**config.mk**
```make
export PLATFORM = sky130hd
export DESIGN_NAME = adpd_power_ctrl
export DESIGN_NICKNAME = d
export VERILOG_FILES = /design/src/hdl/adpd_pkg.sv /design/src/hdl/adpd_power_ctrl.sv /design/src/hdl/adpd_sync2.sv
export SDC_FILE = /design/constraint.sdc
export NUM_CORES = 1
export LEC_CHECK = 0
export ABC_AREA = 1
export ABC_CLOCK_PERIOD_IN_PS = 3230
export BUFFER_PORTS_ARGS = -buffer_cell sky130_fd_sc_hd__clkbuf_2
export CAP_MARGIN = 20
export CORE_ASPECT_RATIO = 1.75
export CORE_MARGIN = 8
export CORE_UTILIZATION = 41
export DETAILED_ROUTE_END_ITERATION = 7
export GPL_TIMING_DRIVEN = 0
export PLACE_DENSITY = 0.64
export RECOVER_POWER = 25
export SYNTH_ARGS = -nofsm -noshare
export SYNTH_HDL_FRONTEND = slang
export SYNTH_SLANG_ARGS = --single-unit
```
**constraint.sdc**
```tcl
create_clock -name clock -period 3.23 [get_ports clock]
set_input_delay 0.646 -clock clock [delete_from_list [all_inputs] [get_ports clock]]
set_output_delay 0.646 -clock clock [all_outputs]
set_load 0.1 [all_outputs]
```
**src/hdl/adpd_pkg.sv**
```systemverilog
// constants, types and register map shared by the converter power-down control block
package adpd_pkg;

    // ****************************************************************
    // clock and conversion timing
    // ****************************************************************
    localparam int           CLK_PERIOD_NS    = 5;
    localparam int           INT_CONV_TIME_NS = 10000;
    localparam logic [11:0]  INT_CONV_CYCLES  = 12'(INT_CONV_TIME_NS / CLK_PERIOD_NS);
    localparam logic [3:0]   EXT_CONV_EDGES   = 4'hC;
    localparam logic [3:0]   CTRL_BITS        = 4'h8;

    // host-side waits, kept for the bench
    localparam int           PWRUP_FAST_INT_US   = 5;
    localparam int           PWRUP_FULL_INT_US   = 300;
    localparam int           PWRUP_NOBUF_US      = 2;
    localparam int           RATE_INT_COMP_KSPS  = 26;
    localparam int           RATE_EXT_COMP_KSPS  = 133;
    localparam int           PWRUP_SMALL_CAP_MS  = 20;
    localparam int           PWRUP_LARGE_CAP_MS  = 200;
    localparam int           FAST_WAKE_EXT_US    = 50;
    localparam int           REF_SETTLE_MS       = 2;

    // ****************************************************************
    // register map (byte addresses)
    // ****************************************************************
    localparam logic [7:0]   ADDR_SAMPLE      = 8'h00;
    localparam logic [7:0]   ADDR_STATUS      = 8'h04;
    localparam logic [7:0]   ADDR_RESULT      = 8'h08;
    localparam logic [11:0]  SAMPLE_RESET     = 12'h0_000;
    localparam logic [1:0]   MODE_RESET       = 2'h2;
    localparam logic [1:0]   RESP_OKAY        = 2'h0;
    localparam logic [1:0]   RESP_SLVERR      = 2'h2;

    // power-mode field encodings
    localparam logic [1:0]   MODE_DEEP        = 2'h0;
    localparam logic [1:0]   MODE_LIGHT       = 2'h1;

    typedef enum logic [3:0] {
        ST_DEEP  = 4'h1,
        ST_LIGHT = 4'h2,
        ST_IDLE  = 4'h4,
        ST_CONV  = 4'h8
    } adpd_state_e;

    typedef enum logic [1:0] {
        SEL_SAMPLE = 2'h0,
        SEL_STATUS = 2'h1,
        SEL_RESULT = 2'h2,
        SEL_NONE   = 2'h3
    } adpd_sel_e;

    typedef struct packed {
        logic sclk;
        logic csN;
        logic din;
        logic hwPowerDownPin;
        logic hwPowerDownFloat;
    } adpd_pins_s;

    // idle pin levels loaded into the synchroniser, so reset shows no false shutdown or select
    localparam adpd_pins_s   PINS_IDLE        = '{sclk: 1'b0, csN: 1'b1, din: 1'b0,
                                                  hwPowerDownPin: 1'b1, hwPowerDownFloat: 1'b0};

endpackage : adpd_pkg

```
**src/hdl/adpd_power_ctrl.sv**
```systemverilog
// power-down and wake control of the serial converter, with an AXI4-Lite register slave
`timescale 1ns/100ps
`default_nettype none

// Notes on behaviour
// - the two last control-byte bits pick deep sleep, light sleep, internal clock or external clock mode.
// - a low shutdown pin forces full shutdown at any time, over whatever the mode bits ask.
// - in software sleep the serial port still shifts bits while no conversion runs.
// - a sleep request lets the running conversion finish in the previous clock mode before sleeping.
// - in internal clock mode a finished result can still be shifted out after entering sleep.
// - the first one seen on the data input is the start bit and wakes the converter.
// - a high mode bit of one keeps the converter awake after converting, zero sleeps after one conversion.
// - a low shutdown pin drops into deep sleep at once and abandons any running conversion.
// - the shutdown pin high enables internal compensation, floating enables external, low powers down.
// - the mode bits are bits 1 and 0 of the eight-bit byte, and conversion starts at the next falling clock.
module adpd_power_ctrl (
    input  wire logic               clock,
    input  wire logic               resetn,
    input  wire adpd_pkg::adpd_pins_s linkPins,
    output logic                    doutData,
    output logic                    doutOe,
    output logic                    deepSleepState,
    output logic                    lightSleepState,
    output logic                    convBusy,
    output logic                    compExternal,
    input  wire logic [7:0]         s_axi_awaddr,
    input  wire logic               s_axi_awvalid,
    output logic                    s_axi_awready,
    input  wire logic [31:0]        s_axi_wdata,
    input  wire logic [3:0]         s_axi_wstrb,
    input  wire logic               s_axi_wvalid,
    output logic                    s_axi_wready,
    output logic [1:0]              s_axi_bresp,
    output logic                    s_axi_bvalid,
    input  wire logic               s_axi_bready,
    input  wire logic [7:0]         s_axi_araddr,
    input  wire logic               s_axi_arvalid,
    output logic                    s_axi_arready,
    output logic [31:0]             s_axi_rdata,
    output logic [1:0]              s_axi_rresp,
    output logic                    s_axi_rvalid,
    input  wire logic               s_axi_rready
);

    // ****************************************************************
    // pin synchronisation and link clock edges
    // ****************************************************************
    adpd_pkg::adpd_pins_s  pinsS;
    logic                  sclkPrevQ;
    logic                  sclkRise;
    logic                  sclkFall;
    logic                  pinLow;

    adpd_sync2 #(.WIDTH($bits(adpd_pkg::adpd_pins_s)), .RESET_VALUE(adpd_pkg::PINS_IDLE)) u_sync (
        .clock   (clock),
        .resetn  (resetn),
        .asyncIn (linkPins),
        .syncOut (pinsS)
    );

    always_ff @(posedge clock) begin
        if (!resetn) sclkPrevQ <= 1'b0;
        else         sclkPrevQ <= pinsS.sclk;
    end

    assign sclkRise = pinsS.sclk & ~sclkPrevQ;
    assign sclkFall = ~pinsS.sclk & sclkPrevQ;
    // floating pin reads as enabled, only a driven low shuts down
    assign pinLow   = ~pinsS.hwPowerDownPin & ~pinsS.hwPowerDownFloat;

    // ****************************************************************
    // control byte reception
    // ****************************************************************
    adpd_pkg::adpd_state_e stateQ;
    logic [3:0]            rxCntQ;
    logic [7:0]            rxByteQ;
    logic                  startBit;
    logic                  convStart;
    logic                  rxOpen;

    // the port keeps shifting in any sleep state; only a deselect or a running conversion closes it
    assign rxOpen    = ~pinsS.csN & (stateQ != adpd_pkg::ST_CONV);
    assign startBit  = rxOpen & sclkRise & (rxCntQ == 4'h0) & pinsS.din;
    assign convStart = rxOpen & sclkFall & (rxCntQ == adpd_pkg::CTRL_BITS) & ~pinLow;

    always_ff @(posedge clock) begin
        if (!resetn) begin
            rxCntQ  <= 4'h0;
            rxByteQ <= 8'h00;
        end else if (!rxOpen || convStart) begin
            rxCntQ  <= 4'h0;
        end else if (sclkRise && rxCntQ != adpd_pkg::CTRL_BITS) begin
            if (rxCntQ != 4'h0 || pinsS.din) begin
                rxCntQ  <= rxCntQ + 4'h1;
                rxByteQ <= {rxByteQ[6:0], pinsS.din};
            end
        end
    end

    // ****************************************************************
    // held mode bits and clock mode
    // ****************************************************************
    logic [1:0] modeQ;
    logic       clkExtQ;

    always_ff @(posedge clock) begin
        if (!resetn) begin
            modeQ   <= adpd_pkg::MODE_RESET;
            clkExtQ <= 1'b0;
        end else if (convStart) begin
            modeQ <= rxByteQ[1:0];
            // a sleep request keeps the previous clock mode for this conversion
            if (rxByteQ[1]) clkExtQ <= rxByteQ[0];
        end
    end

    // ****************************************************************
    // power state machine and conversion timing
    // ****************************************************************
    logic [11:0] convCntQ;
    logic        convDone;
    logic [11:0] sampleQ;
    logic [11:0] resultQ;
    logic [11:0] doutShQ;

    assign convDone = (stateQ == adpd_pkg::ST_CONV) &
        (clkExtQ ? (sclkFall && convCntQ == {8'h00, adpd_pkg::EXT_CONV_EDGES} - 12'h001)
                 : (convCntQ == adpd_pkg::INT_CONV_CYCLES - 12'h001));

    always_ff @(posedge clock) begin
        if (!resetn) begin
            stateQ <= adpd_pkg::ST_IDLE;
        end else if (pinLow) begin
            stateQ <= adpd_pkg::ST_DEEP;
        end else begin
            case (stateQ)
                adpd_pkg::ST_DEEP,
                adpd_pkg::ST_LIGHT: begin
                    if (startBit) stateQ <= adpd_pkg::ST_IDLE;
                end
                adpd_pkg::ST_IDLE: begin
                    if (convStart) stateQ <= adpd_pkg::ST_CONV;
                end
                adpd_pkg::ST_CONV: begin
                    if (convDone) begin
                        if (modeQ[1])                        stateQ <= adpd_pkg::ST_IDLE;
                        else if (modeQ == adpd_pkg::MODE_LIGHT) stateQ <= adpd_pkg::ST_LIGHT;
                        else                                 stateQ <= adpd_pkg::ST_DEEP;
                    end
                end
                default: stateQ <= adpd_pkg::ST_DEEP;
            endcase
        end
    end

    always_ff @(posedge clock) begin
        if (!resetn || pinLow || stateQ != adpd_pkg::ST_CONV) begin
            convCntQ <= 12'h000;
        end else if (!clkExtQ || sclkFall) begin
            convCntQ <= convCntQ + 12'h001;
        end
    end

    always_ff @(posedge clock) begin
        if (!resetn) resultQ <= 12'h000;
        else if (convDone && !pinLow) resultQ <= sampleQ;
    end

    // result stays shiftable after the drop into sleep
    always_ff @(posedge clock) begin
        if (!resetn) begin
            doutShQ <= 12'h000;
        end else if (convDone && !pinLow) begin
            doutShQ <= sampleQ;
        end else if (sclkFall && !pinsS.csN) begin
            doutShQ <= {doutShQ[10:0], 1'b0};
        end
    end

    assign doutData        = doutShQ[11];
    assign doutOe          = ~pinsS.csN;
    assign deepSleepState  = stateQ == adpd_pkg::ST_DEEP;
    assign lightSleepState = stateQ == adpd_pkg::ST_LIGHT;
    assign convBusy        = stateQ == adpd_pkg::ST_CONV;
    assign compExternal    = pinsS.hwPowerDownFloat;

    // ****************************************************************
    // AXI4-Lite register slave
    // ****************************************************************
    function automatic adpd_pkg::adpd_sel_e regSel(input logic [7:0] addr);
        case (addr)
            adpd_pkg::ADDR_SAMPLE: regSel = adpd_pkg::SEL_SAMPLE;
            adpd_pkg::ADDR_STATUS: regSel = adpd_pkg::SEL_STATUS;
            adpd_pkg::ADDR_RESULT: regSel = adpd_pkg::SEL_RESULT;
            default:               regSel = adpd_pkg::SEL_NONE;
        endcase
    endfunction : regSel

    logic        awHeldQ;
    logic        wHeldQ;
    logic [7:0]  awAddrQ;
    logic [31:0] wDataQ;
    logic [3:0]  wStrbQ;
    logic        doWrite;

    assign s_axi_awready = ~awHeldQ & ~s_axi_bvalid;
    assign s_axi_wready  = ~wHeldQ & ~s_axi_bvalid;
    assign doWrite       = awHeldQ & wHeldQ & ~s_axi_bvalid;

    always_ff @(posedge clock) begin
        if (!resetn) begin
            awHeldQ <= 1'b0;
            wHeldQ  <= 1'b0;
            awAddrQ <= 8'h00;
            wDataQ  <= 32'h0000_0000;
            wStrbQ  <= 4'h0;
        end else begin
            if (s_axi_awvalid && s_axi_awready) begin
                awHeldQ <= 1'b1;
                awAddrQ <= s_axi_awaddr;
            end else if (doWrite) begin
                awHeldQ <= 1'b0;
            end
            if (s_axi_wvalid && s_axi_wready) begin
                wHeldQ <= 1'b1;
                wDataQ <= s_axi_wdata;
                wStrbQ <= s_axi_wstrb;
            end else if (doWrite) begin
                wHeldQ <= 1'b0;
            end
        end
    end

    always_ff @(posedge clock) begin
        if (!resetn) begin
            sampleQ      <= adpd_pkg::SAMPLE_RESET;
            s_axi_bvalid <= 1'b0;
            s_axi_bresp  <= adpd_pkg::RESP_OKAY;
        end else if (doWrite) begin
            s_axi_bvalid <= 1'b1;
            s_axi_bresp  <= adpd_pkg::RESP_OKAY;
            case (regSel(awAddrQ))
                adpd_pkg::SEL_SAMPLE: begin
                    if (wStrbQ[0]) sampleQ[7:0]  <= wDataQ[7:0];
                    if (wStrbQ[1]) sampleQ[11:8] <= wDataQ[11:8];
                end
                adpd_pkg::SEL_STATUS,
                adpd_pkg::SEL_RESULT: ;
                default: s_axi_bresp <= adpd_pkg::RESP_SLVERR;
            endcase
        end else if (s_axi_bready) begin
            s_axi_bvalid <= 1'b0;
        end
    end

    assign s_axi_arready = ~s_axi_rvalid;

    always_ff @(posedge clock) begin
        if (!resetn) begin
            s_axi_rvalid <= 1'b0;
            s_axi_rdata  <= 32'h0000_0000;
            s_axi_rresp  <= adpd_pkg::RESP_OKAY;
        end else if (s_axi_arvalid && s_axi_arready) begin
            s_axi_rvalid <= 1'b1;
            s_axi_rresp  <= adpd_pkg::RESP_OKAY;
            case (regSel(s_axi_araddr))
                adpd_pkg::SEL_SAMPLE: s_axi_rdata <= {20'h0_0000, sampleQ};
                adpd_pkg::SEL_STATUS: s_axi_rdata <= {22'h0, pinLow, compExternal,
                                                      clkExtQ, modeQ, stateQ, 1'b0};
                adpd_pkg::SEL_RESULT: s_axi_rdata <= {20'h0_0000, resultQ};
                default: begin
                    s_axi_rdata <= 32'h0000_0000;
                    s_axi_rresp <= adpd_pkg::RESP_SLVERR;
                end
            endcase
        end else if (s_axi_rready) begin
            s_axi_rvalid <= 1'b0;
        end
    end

endmodule : adpd_power_ctrl
`default_nettype wire

```
**src/hdl/adpd_sync2.sv**
```systemverilog
// two-flop synchroniser for the asynchronous link and shutdown pins
`timescale 1ns/100ps
`default_nettype none
module adpd_sync2 #(
    parameter int               WIDTH       = 1,
    parameter logic [WIDTH-1:0] RESET_VALUE = '0
) (
    input  wire logic             clock,
    input  wire logic             resetn,
    input  wire logic [WIDTH-1:0] asyncIn,
    output logic      [WIDTH-1:0] syncOut
);
    logic [WIDTH-1:0] metaQ;

    always_ff @(posedge clock) begin
        if (!resetn) begin
            metaQ   <= RESET_VALUE;
            syncOut <= RESET_VALUE;
        end else begin
            metaQ   <= asyncIn;
            syncOut <= metaQ;
        end
    end
endmodule : adpd_sync2
`default_nettype wire

```
==> results of run 1 <==
kinds of logic after synthesis:
logic type	count (synthesis)	share of synthesized area, %
and+or+nand+nor	373	32.3
buffers and inverters	125	11.4
DFF	112	43.9
AOI/OAI and AO/OA	108	10.9
xor gates and xnor gates	4	0.687
adders and majority gates	3	0.736
other	1	0.0735
through the flow:
stage | util, % | hold slack (ns) | power [mW]
2_1_floorplan | - | 0.390 | 2.01
3_3_place_gp | 46.5 | 0.395 | 2.13
3_5_place_dp | 46.5 | 0.398 | 2.13
4_1_cts | 49.0 | 0.415 | 3.24
5_1_grt | 48.8 | 0.418 | 3.35
6_report | 48.8 | 0.412 | 3.21
placed cells by master, fill, tap and decap left out, types with 21 or more instances in the layout:
master                       n
sky130_fd_sc_hd__clkbuf_2   65
sky130_fd_sc_hd__a21oi_1    69
sky130_fd_sc_hd__conb_1     22
sky130_fd_sc_hd__inv_1      71
sky130_fd_sc_hd__o21ai_0    33
sky130_fd_sc_hd__nand2_1   151
sky130_fd_sc_hd__clkbuf_1   21
sky130_fd_sc_hd__nor2_1    110
sky130_fd_sc_hd__dfxtp_1   112
sky130_fd_sc_hd__buf_4      24
sky130_fd_sc_hd__nand3_1    62
layer usage:
metal | GRT usage, % | wire (um) | vias to the layer above
met5 | 0 | 0 | -
met4 | 6.92 | 320 | 0
met3 | 3.76 | 676 | 21
met2 | 29.6 | 6620 | 106
met1 | 16.1 | 4950 | 2058
li1 | - | - | 2478
how the worst max path moves through the flow:
stage                                from             end  slack [ns]  cells after the start
after floorplan              s_axi_bvalid      wDataQ[10]        0.17                      5
after global placement    s_axi_araddr[7]  s_axi_rdata[8]        1.19                      9
after detailed placement  s_axi_araddr[7]  s_axi_rdata[8]        1.19                      9
after CTS                       stateQ[1]        convBusy        0.91                      4
after global routing            stateQ[0]        convBusy        0.75                      4
final                           stateQ[1]        convBusy        0.86                      4
power groups by stage:
stage | sequential [mW] | clock, mW | combinational [mW]
6_report | 1.48 | 1.12 | 0.613
5_1_grt | 1.49 | 1.19 | 0.677
4_1_cts | 1.48 | 1.14 | 0.619
3_5_place_dp | 1.51 | 0 | 0.618
3_3_place_gp | 1.51 | 0 | 0.615
2_1_floorplan | 1.53 | 0 | 0.484
synth_stat cells, types with 4 or more instances:
library cell,n,area [um^2]
sky130_fd_sc_hd__nand2_1,150,563
sky130_fd_sc_hd__dfxtp_1,112,2240
sky130_fd_sc_hd__nor2_1,110,413
sky130_fd_sc_hd__inv_1,71,267
sky130_fd_sc_hd__a21oi_1,69,345
sky130_fd_sc_hd__nand3_1,62,310
sky130_fd_sc_hd__o21ai_0,33,165
sky130_fd_sc_hd__buf_4,24,180
sky130_fd_sc_hd__clkbuf_1,18,67.6
sky130_fd_sc_hd__nand4_1,17,106
sky130_fd_sc_hd__nor2_2,7,43.8
sky130_fd_sc_hd__buf_2,6,30.0
sky130_fd_sc_hd__nor3_1,6,30.0
sky130_fd_sc_hd__or2_2,5,31.3
sky130_fd_sc_hd__nand2_2,4,25.0
sky130_fd_sc_hd__nor3_2,4,40.0
sky130_fd_sc_hd__xor2_1,4,35.0
worst min-delay path: cells and delay by family, from the launching register on:
kind,cells,cell delay (ns)
DFF,1,0.31
and+or+nand+nor,1,0.04
buffers and inverters,1,0.04
registers in the layout, indices dropped and copies added (netlist names), 2 cells and up:
| signal | count |
|---|---|
| u_sync.syncOut | 5 |
| wStrbQ | 2 |
| u_sync.metaQ | 5 |
| modeQ | 2 |
| resultQ | 12 |
| rxCntQ | 4 |
| rxByteQ | 2 |
| convCntQ | 12 |
| doutShQ | 12 |
| wDataQ | 12 |
| sampleQ | 12 |
| s_axi_rdata | 12 |
| awAddrQ | 8 |
| stateQ | 4 |
cell type report:
class	instances	area, um^2	share of cell area, %
clock buffers	10	229	3.81
well taps	168	210	3.50
inverters	74	278	4.63
repair buffers	66	329	5.48
plain buffers	51	303	5.04
flip-flops and latches	112	2240	37.3
clock inverters	6	68.8	1.15
multi-input cells	510	2340	39.0
==> results.cfg, run 1 <==
[floorplanning]
placementRows = 54
floorplan.die_area_mm2 = 0.0164
die_span_x_um = 100
io_pins = 111
core-area_mm2 = 0.0123
die_y_um = 164
start_util_pct = 41.5

[setup_path]
crit_chain = nor2_2 -> nand2_1 -> inv_2 -> clkbuf_2
worstReg2RegStart = awAddrQ[6]
critical_path.max_stage_delay_ns = 0.48
regToRegEndpoint = sampleQ[5]
crit_path_top_delay_cell = sky130_fd_sc_hd__clkbuf_2
worstPathBufferInverterCount = 2
worstPathMaxFanout = 6
crit_path_end_kind = output port
cp.arrival_ns = 1.72
setup.reg_to_reg.worst_slack_ns = 1.47
critical_path.top_delay_family = buffers and inverters
cp.required_ns = 2.58
worst_setup_path_start_kind = flip-flop
reg2reg_depth = 6
timing_worst_setup_path_type = reg -> out

[place]
routabilityCongestion = 0.860
post-place-ws_ns = 1.19
dpl-instance-area_mm2 = 0.00572
io_buffers = 66
detailed_place_hpwl_mm = 10.2
dp_cells = 981

[synth]
ys_seq_elements = 112
syn-instance-count = 726
synthesis.yosys.warnings = 0
async_reset_ff_share_pct = 0
synth-main-ff-cell = sky130_fd_sc_hd__dfxtp_1
fraction_of_the_yosys_area_taken_by_sequential_cells_pct = 43.9
syn_avg_cell_area_um2 = 7.03
synth_cell_types = 31
synth_edf_count = 0
mappedNetlistArea_mm2 = 0.00510

[sta]
final.setup.tns_ns = 0
rsz0062_at_grt = false
final-max-slew-violation-count = 0
setup_ws_post_layout_ns = 0.863
fmaxAchievable_ghz = 0.423
worst_clock_skew_ns = 0.00872
slew_headroom_pct = 51.8
period_needed_ns = 2.37
hold_viol_final = 0
tightest_slew_ns = 0.717
post-route-period-util_pct = 73.3
finalSetupViolations = 0

[clock_network]
worstSkewPairLatency_ns = 0.35
cts_buffers = 9
tritoncts = done
post_cts_resize_count = 0
clock-root-buffer = sky130_fd_sc_hd__clkbuf_16
post-cts-setup-buffer-count = 0
cts-hold-fix-buffers = 0
cts.sink_count = 112
h_tree_level_count = 3
ctsLongestPathBuffers = 2
cts.reportedPaths.clkPinSlew_ns = 0.07

[power]
clock_power_share_pct = 34.8
power_frac_comb_pct = 19.1
vdd_ir_drop_max_mv = 0.354
power_density_mw_per_mm2 = 535
total_leakage_power_nw = 2.60
cellInternalPower_mw = 2.20
switching_power_as_a_share_of_total_power_pct = 31.6
power_frac_seq_pct = 46.1
p_switching_mw = 1.01

[min_path]
min-delay-start = u_sync.metaQ[0]
worst_hold_path_type = reg -> reg
worstHoldPathCells = 2
hold_path_end = u_sync.syncOut[0]

[route]
average_wire_length_per_cell_after_detail_routing_um = 12.6
vias = 4663
route.detailed.vias_per_inst = 4.68
drt_pre_antenna_iters = 4
drc = 0
drt-total-wl_mm = 12.6
antenna_left = 0
dr_iter_0_viols = 285

[cells_and_area]
diodes = 0
drive_above_1_share_pct = 16.4
stdcell_count = 997
finalInstanceArea_mm2 = 0.00600
nNetsFinal = 891
syn_to_final_growth_pct = 17.7
fillers = 1356

[status]
outcome = finished, final reports clean

[global_routing]
antenna_found_initial = 0
grtUsageTotal_pct = 15.8
grt_max_degree = 19
grt_pass1_wl_mm = 20.9
grt-ovfl-total = 0
via_count_of_the_first_global_routing_pass = 4523

[job]
count_of_maximum_capacitance_violations = 0
No activity file was read; power rests on OpenSTA's default activity.
==> run 2, diff against run 1 <==
--- a/config.mk
+++ b/config.mk
@@ -6,7 +6,7 @@
 export NUM_CORES = 1
 export LEC_CHECK = 0
 export ABC_AREA = 1
-export ABC_CLOCK_PERIOD_IN_PS = 3230
+export ABC_CLOCK_PERIOD_IN_PS = 2250
 export BUFFER_PORTS_ARGS = -buffer_cell sky130_fd_sc_hd__clkbuf_2
 export CAP_MARGIN = 20
 export CORE_ASPECT_RATIO = 1.75
==> constraint.sdc (replaced) <==
create_clock -name clock -period 2.25 [get_ports clock]
set_input_delay 0.45 -clock clock [delete_from_list [all_inputs] [get_ports clock]]
set_output_delay 0.45 -clock clock [all_outputs]
set_load 0.1 [all_outputs]
==> run 2 against run 1 <==
  * Clock power grew 49%
  * Clock skew shrank 0.0017 ns
  * Via count is essentially flat
  * Design area grew 0.42%
  * Non-clock buffer count is the same
  * Wire length grew 0.49%
  * Final cell count is the same
  * First-iteration DRC count shrank 9.5%
  * Die area is the same
==> results.cfg, run 2 (same netlist as run 1, synthesis figures left out) <==
[status]
outcome = finished, final reports clean

[sta]
setup_ws_post_layout_ns = 0.164
rsz0062_at_grt = false
period_needed_ns = 2.09
slew_headroom_pct = 50.9
finalSetupViolations = 0
final-max-slew-violation-count = 0
post-route-period-util_pct = 92.7
hold_viol_final = 0
worst_clock_skew_ns = 0.00699
tightest_slew_ns = 0.730
fmaxAchievable_ghz = 0.479
whs_ns = 0.274

[global_routing]
grt-ovfl-total = 0
grt_pass1_wl_mm = 21.3
antenna_found_initial = 0
grtUsageTotal_pct = 16.2
grt_max_degree = 21
via_count_of_the_first_global_routing_pass = 4606

[clock_network]
post_cts_resize_count = 0
h_tree_level_count = 3
cts-hold-fix-buffers = 0
cts.reportedPaths.clkPinSlew_ns = 0.07
cts.sink_count = 112
clock-root-buffer = sky130_fd_sc_hd__clkbuf_16
ctsLongestPathBuffers = 2
post-cts-setup-buffer-count = 0
tritoncts = done
worstSkewPairLatency_ns = 0.35
cts_buffers = 9

[power]
total_leakage_power_nw = 2.61
power_density_mw_per_mm2 = 776
vdd_ir_drop_max_mv = 0.467

[cells_and_area]
mostFrequentLayoutCell = sky130_fd_sc_hd__nand2_1
nNetsFinal = 891
layout_common_cells = sky130_fd_sc_hd__nand2_1 (150), sky130_fd_sc_hd__dfxtp_1 (112), sky130_fd_sc_hd__nor2_1 (110), sky130_fd_sc_hd__inv_1 (70), sky130_fd_sc_hd__a21oi_1 (69)
syn_to_final_growth_pct = 18.1
stdcell_count = 997
drive_above_1_share_pct = 16.9
diodes = 0

[place]
post-place-ws_ns = 0.387
routabilityCongestion = 0.846
detailed_place_hpwl_mm = 10.1
dp_cells = 981
io_buffers = 66

[floorplanning]
placementRows = 54
core-area_mm2 = 0.0123
die_y_um = 164
die_span_x_um = 100
io_pins = 111
floorplan.die_area_mm2 = 0.0164
start_util_pct = 41.5

[setup_path]
crit_chain = nor2_2 -> nand2_2 -> inv_2 -> clkbuf_2
cp.required_ns = 1.80
crit_path_top_delay_cell = sky130_fd_sc_hd__clkbuf_2
timing_worst_setup_path_type = reg -> out
crit_path_end_kind = output port
cp.arrival_ns = 1.64
critical_path.max_stage_delay_ns = 0.48
worstPathMaxFanout = 6
worst_setup_path_start_kind = flip-flop

[route]
drt_pre_antenna_iters = 4
dr_iter_0_viols = 258
route.detailed.vias_per_inst = 4.68
vias = 4662
drt-total-wl_mm = 12.6
average_wire_length_per_cell_after_detail_routing_um = 12.7
antenna_left = 0
drc = 0

[min_path]
worst_hold_path_type = in -> reg

[job]
count_of_maximum_capacitance_violations = 0
## run 2: cell count changes in the layout (fill, tap and decap cells not counted)
cell,previous run,this run
sky130_fd_sc_hd__clkinv_4,0,2
sky130_fd_sc_hd__clkbuf_1,21,20
sky130_fd_sc_hd__clkinvlp_4,3,1
sky130_fd_sc_hd__clkinv_2,1,0
sky130_fd_sc_hd__nand2_1,151,150
sky130_fd_sc_hd__inv_1,71,70
sky130_fd_sc_hd__nor4_1,1,0
sky130_fd_sc_hd__nor4_2,1,2
sky130_fd_sc_hd__inv_6,0,3
sky130_fd_sc_hd__nand2_2,3,4
## run 2: layer usage
metal	part of all wire (%)	track usage, %
met5	0	0
met4	2.9	8.24
met3	4.7	3.41
met2	53	30.1
met1	40	16.4
## run 2: worst paths after layout
check	start	to	slack (ns)	cells past startpoint
hold / removal	linkPins[2]	u_sync.metaQ[2]	0.27	3
setup reg to reg	awAddrQ[6]	sampleQ[3]	0.48	6
setup / recovery	stateQ[1]	convBusy	0.16	4
hold reg to reg	u_sync.metaQ[0]	u_sync.syncOut[0]	0.41	2
## run 2: area by class of cell
class                      count  area, um^2
fill                        1338        6270
multi-input combinational    510        2350
sequential                   112        2240
timing repair buffer          66         329
buffer                        51         303
inverter                      74         282
clock buffer                   9         225
tap                          168         210
clock inverter                 7        85.1
## run 2: critical path, delay by kind of cell, from the launching register on
kind                   cells  cell delay (ns)
buffers and inverters      2             0.61
flip-flops                 1             0.36
AND/OR/NAND/NOR            2             0.31
## run 2: power by group
group / total [mW] / switching [mW] / internal, mW
registers: 2.13 / 0.0616 / 2.06
logic: 0.884 / 0.661 / 0.223
clock network: 1.67 / 0.780 / 0.888
## run 2: stage by stage
stage	utilization [%]	setup TNS, ns	total power [mW]	cell area [um^2]
final	49.0	0	4.68	6030
after global routing	49.0	0	4.89	6030
after CTS	49.1	0	4.71	6040
after detailed placement	46.6	0	3.06	5730
after global placement	46.6	0	3.05	5730
after floorplan	-	-4.76	2.89	5190
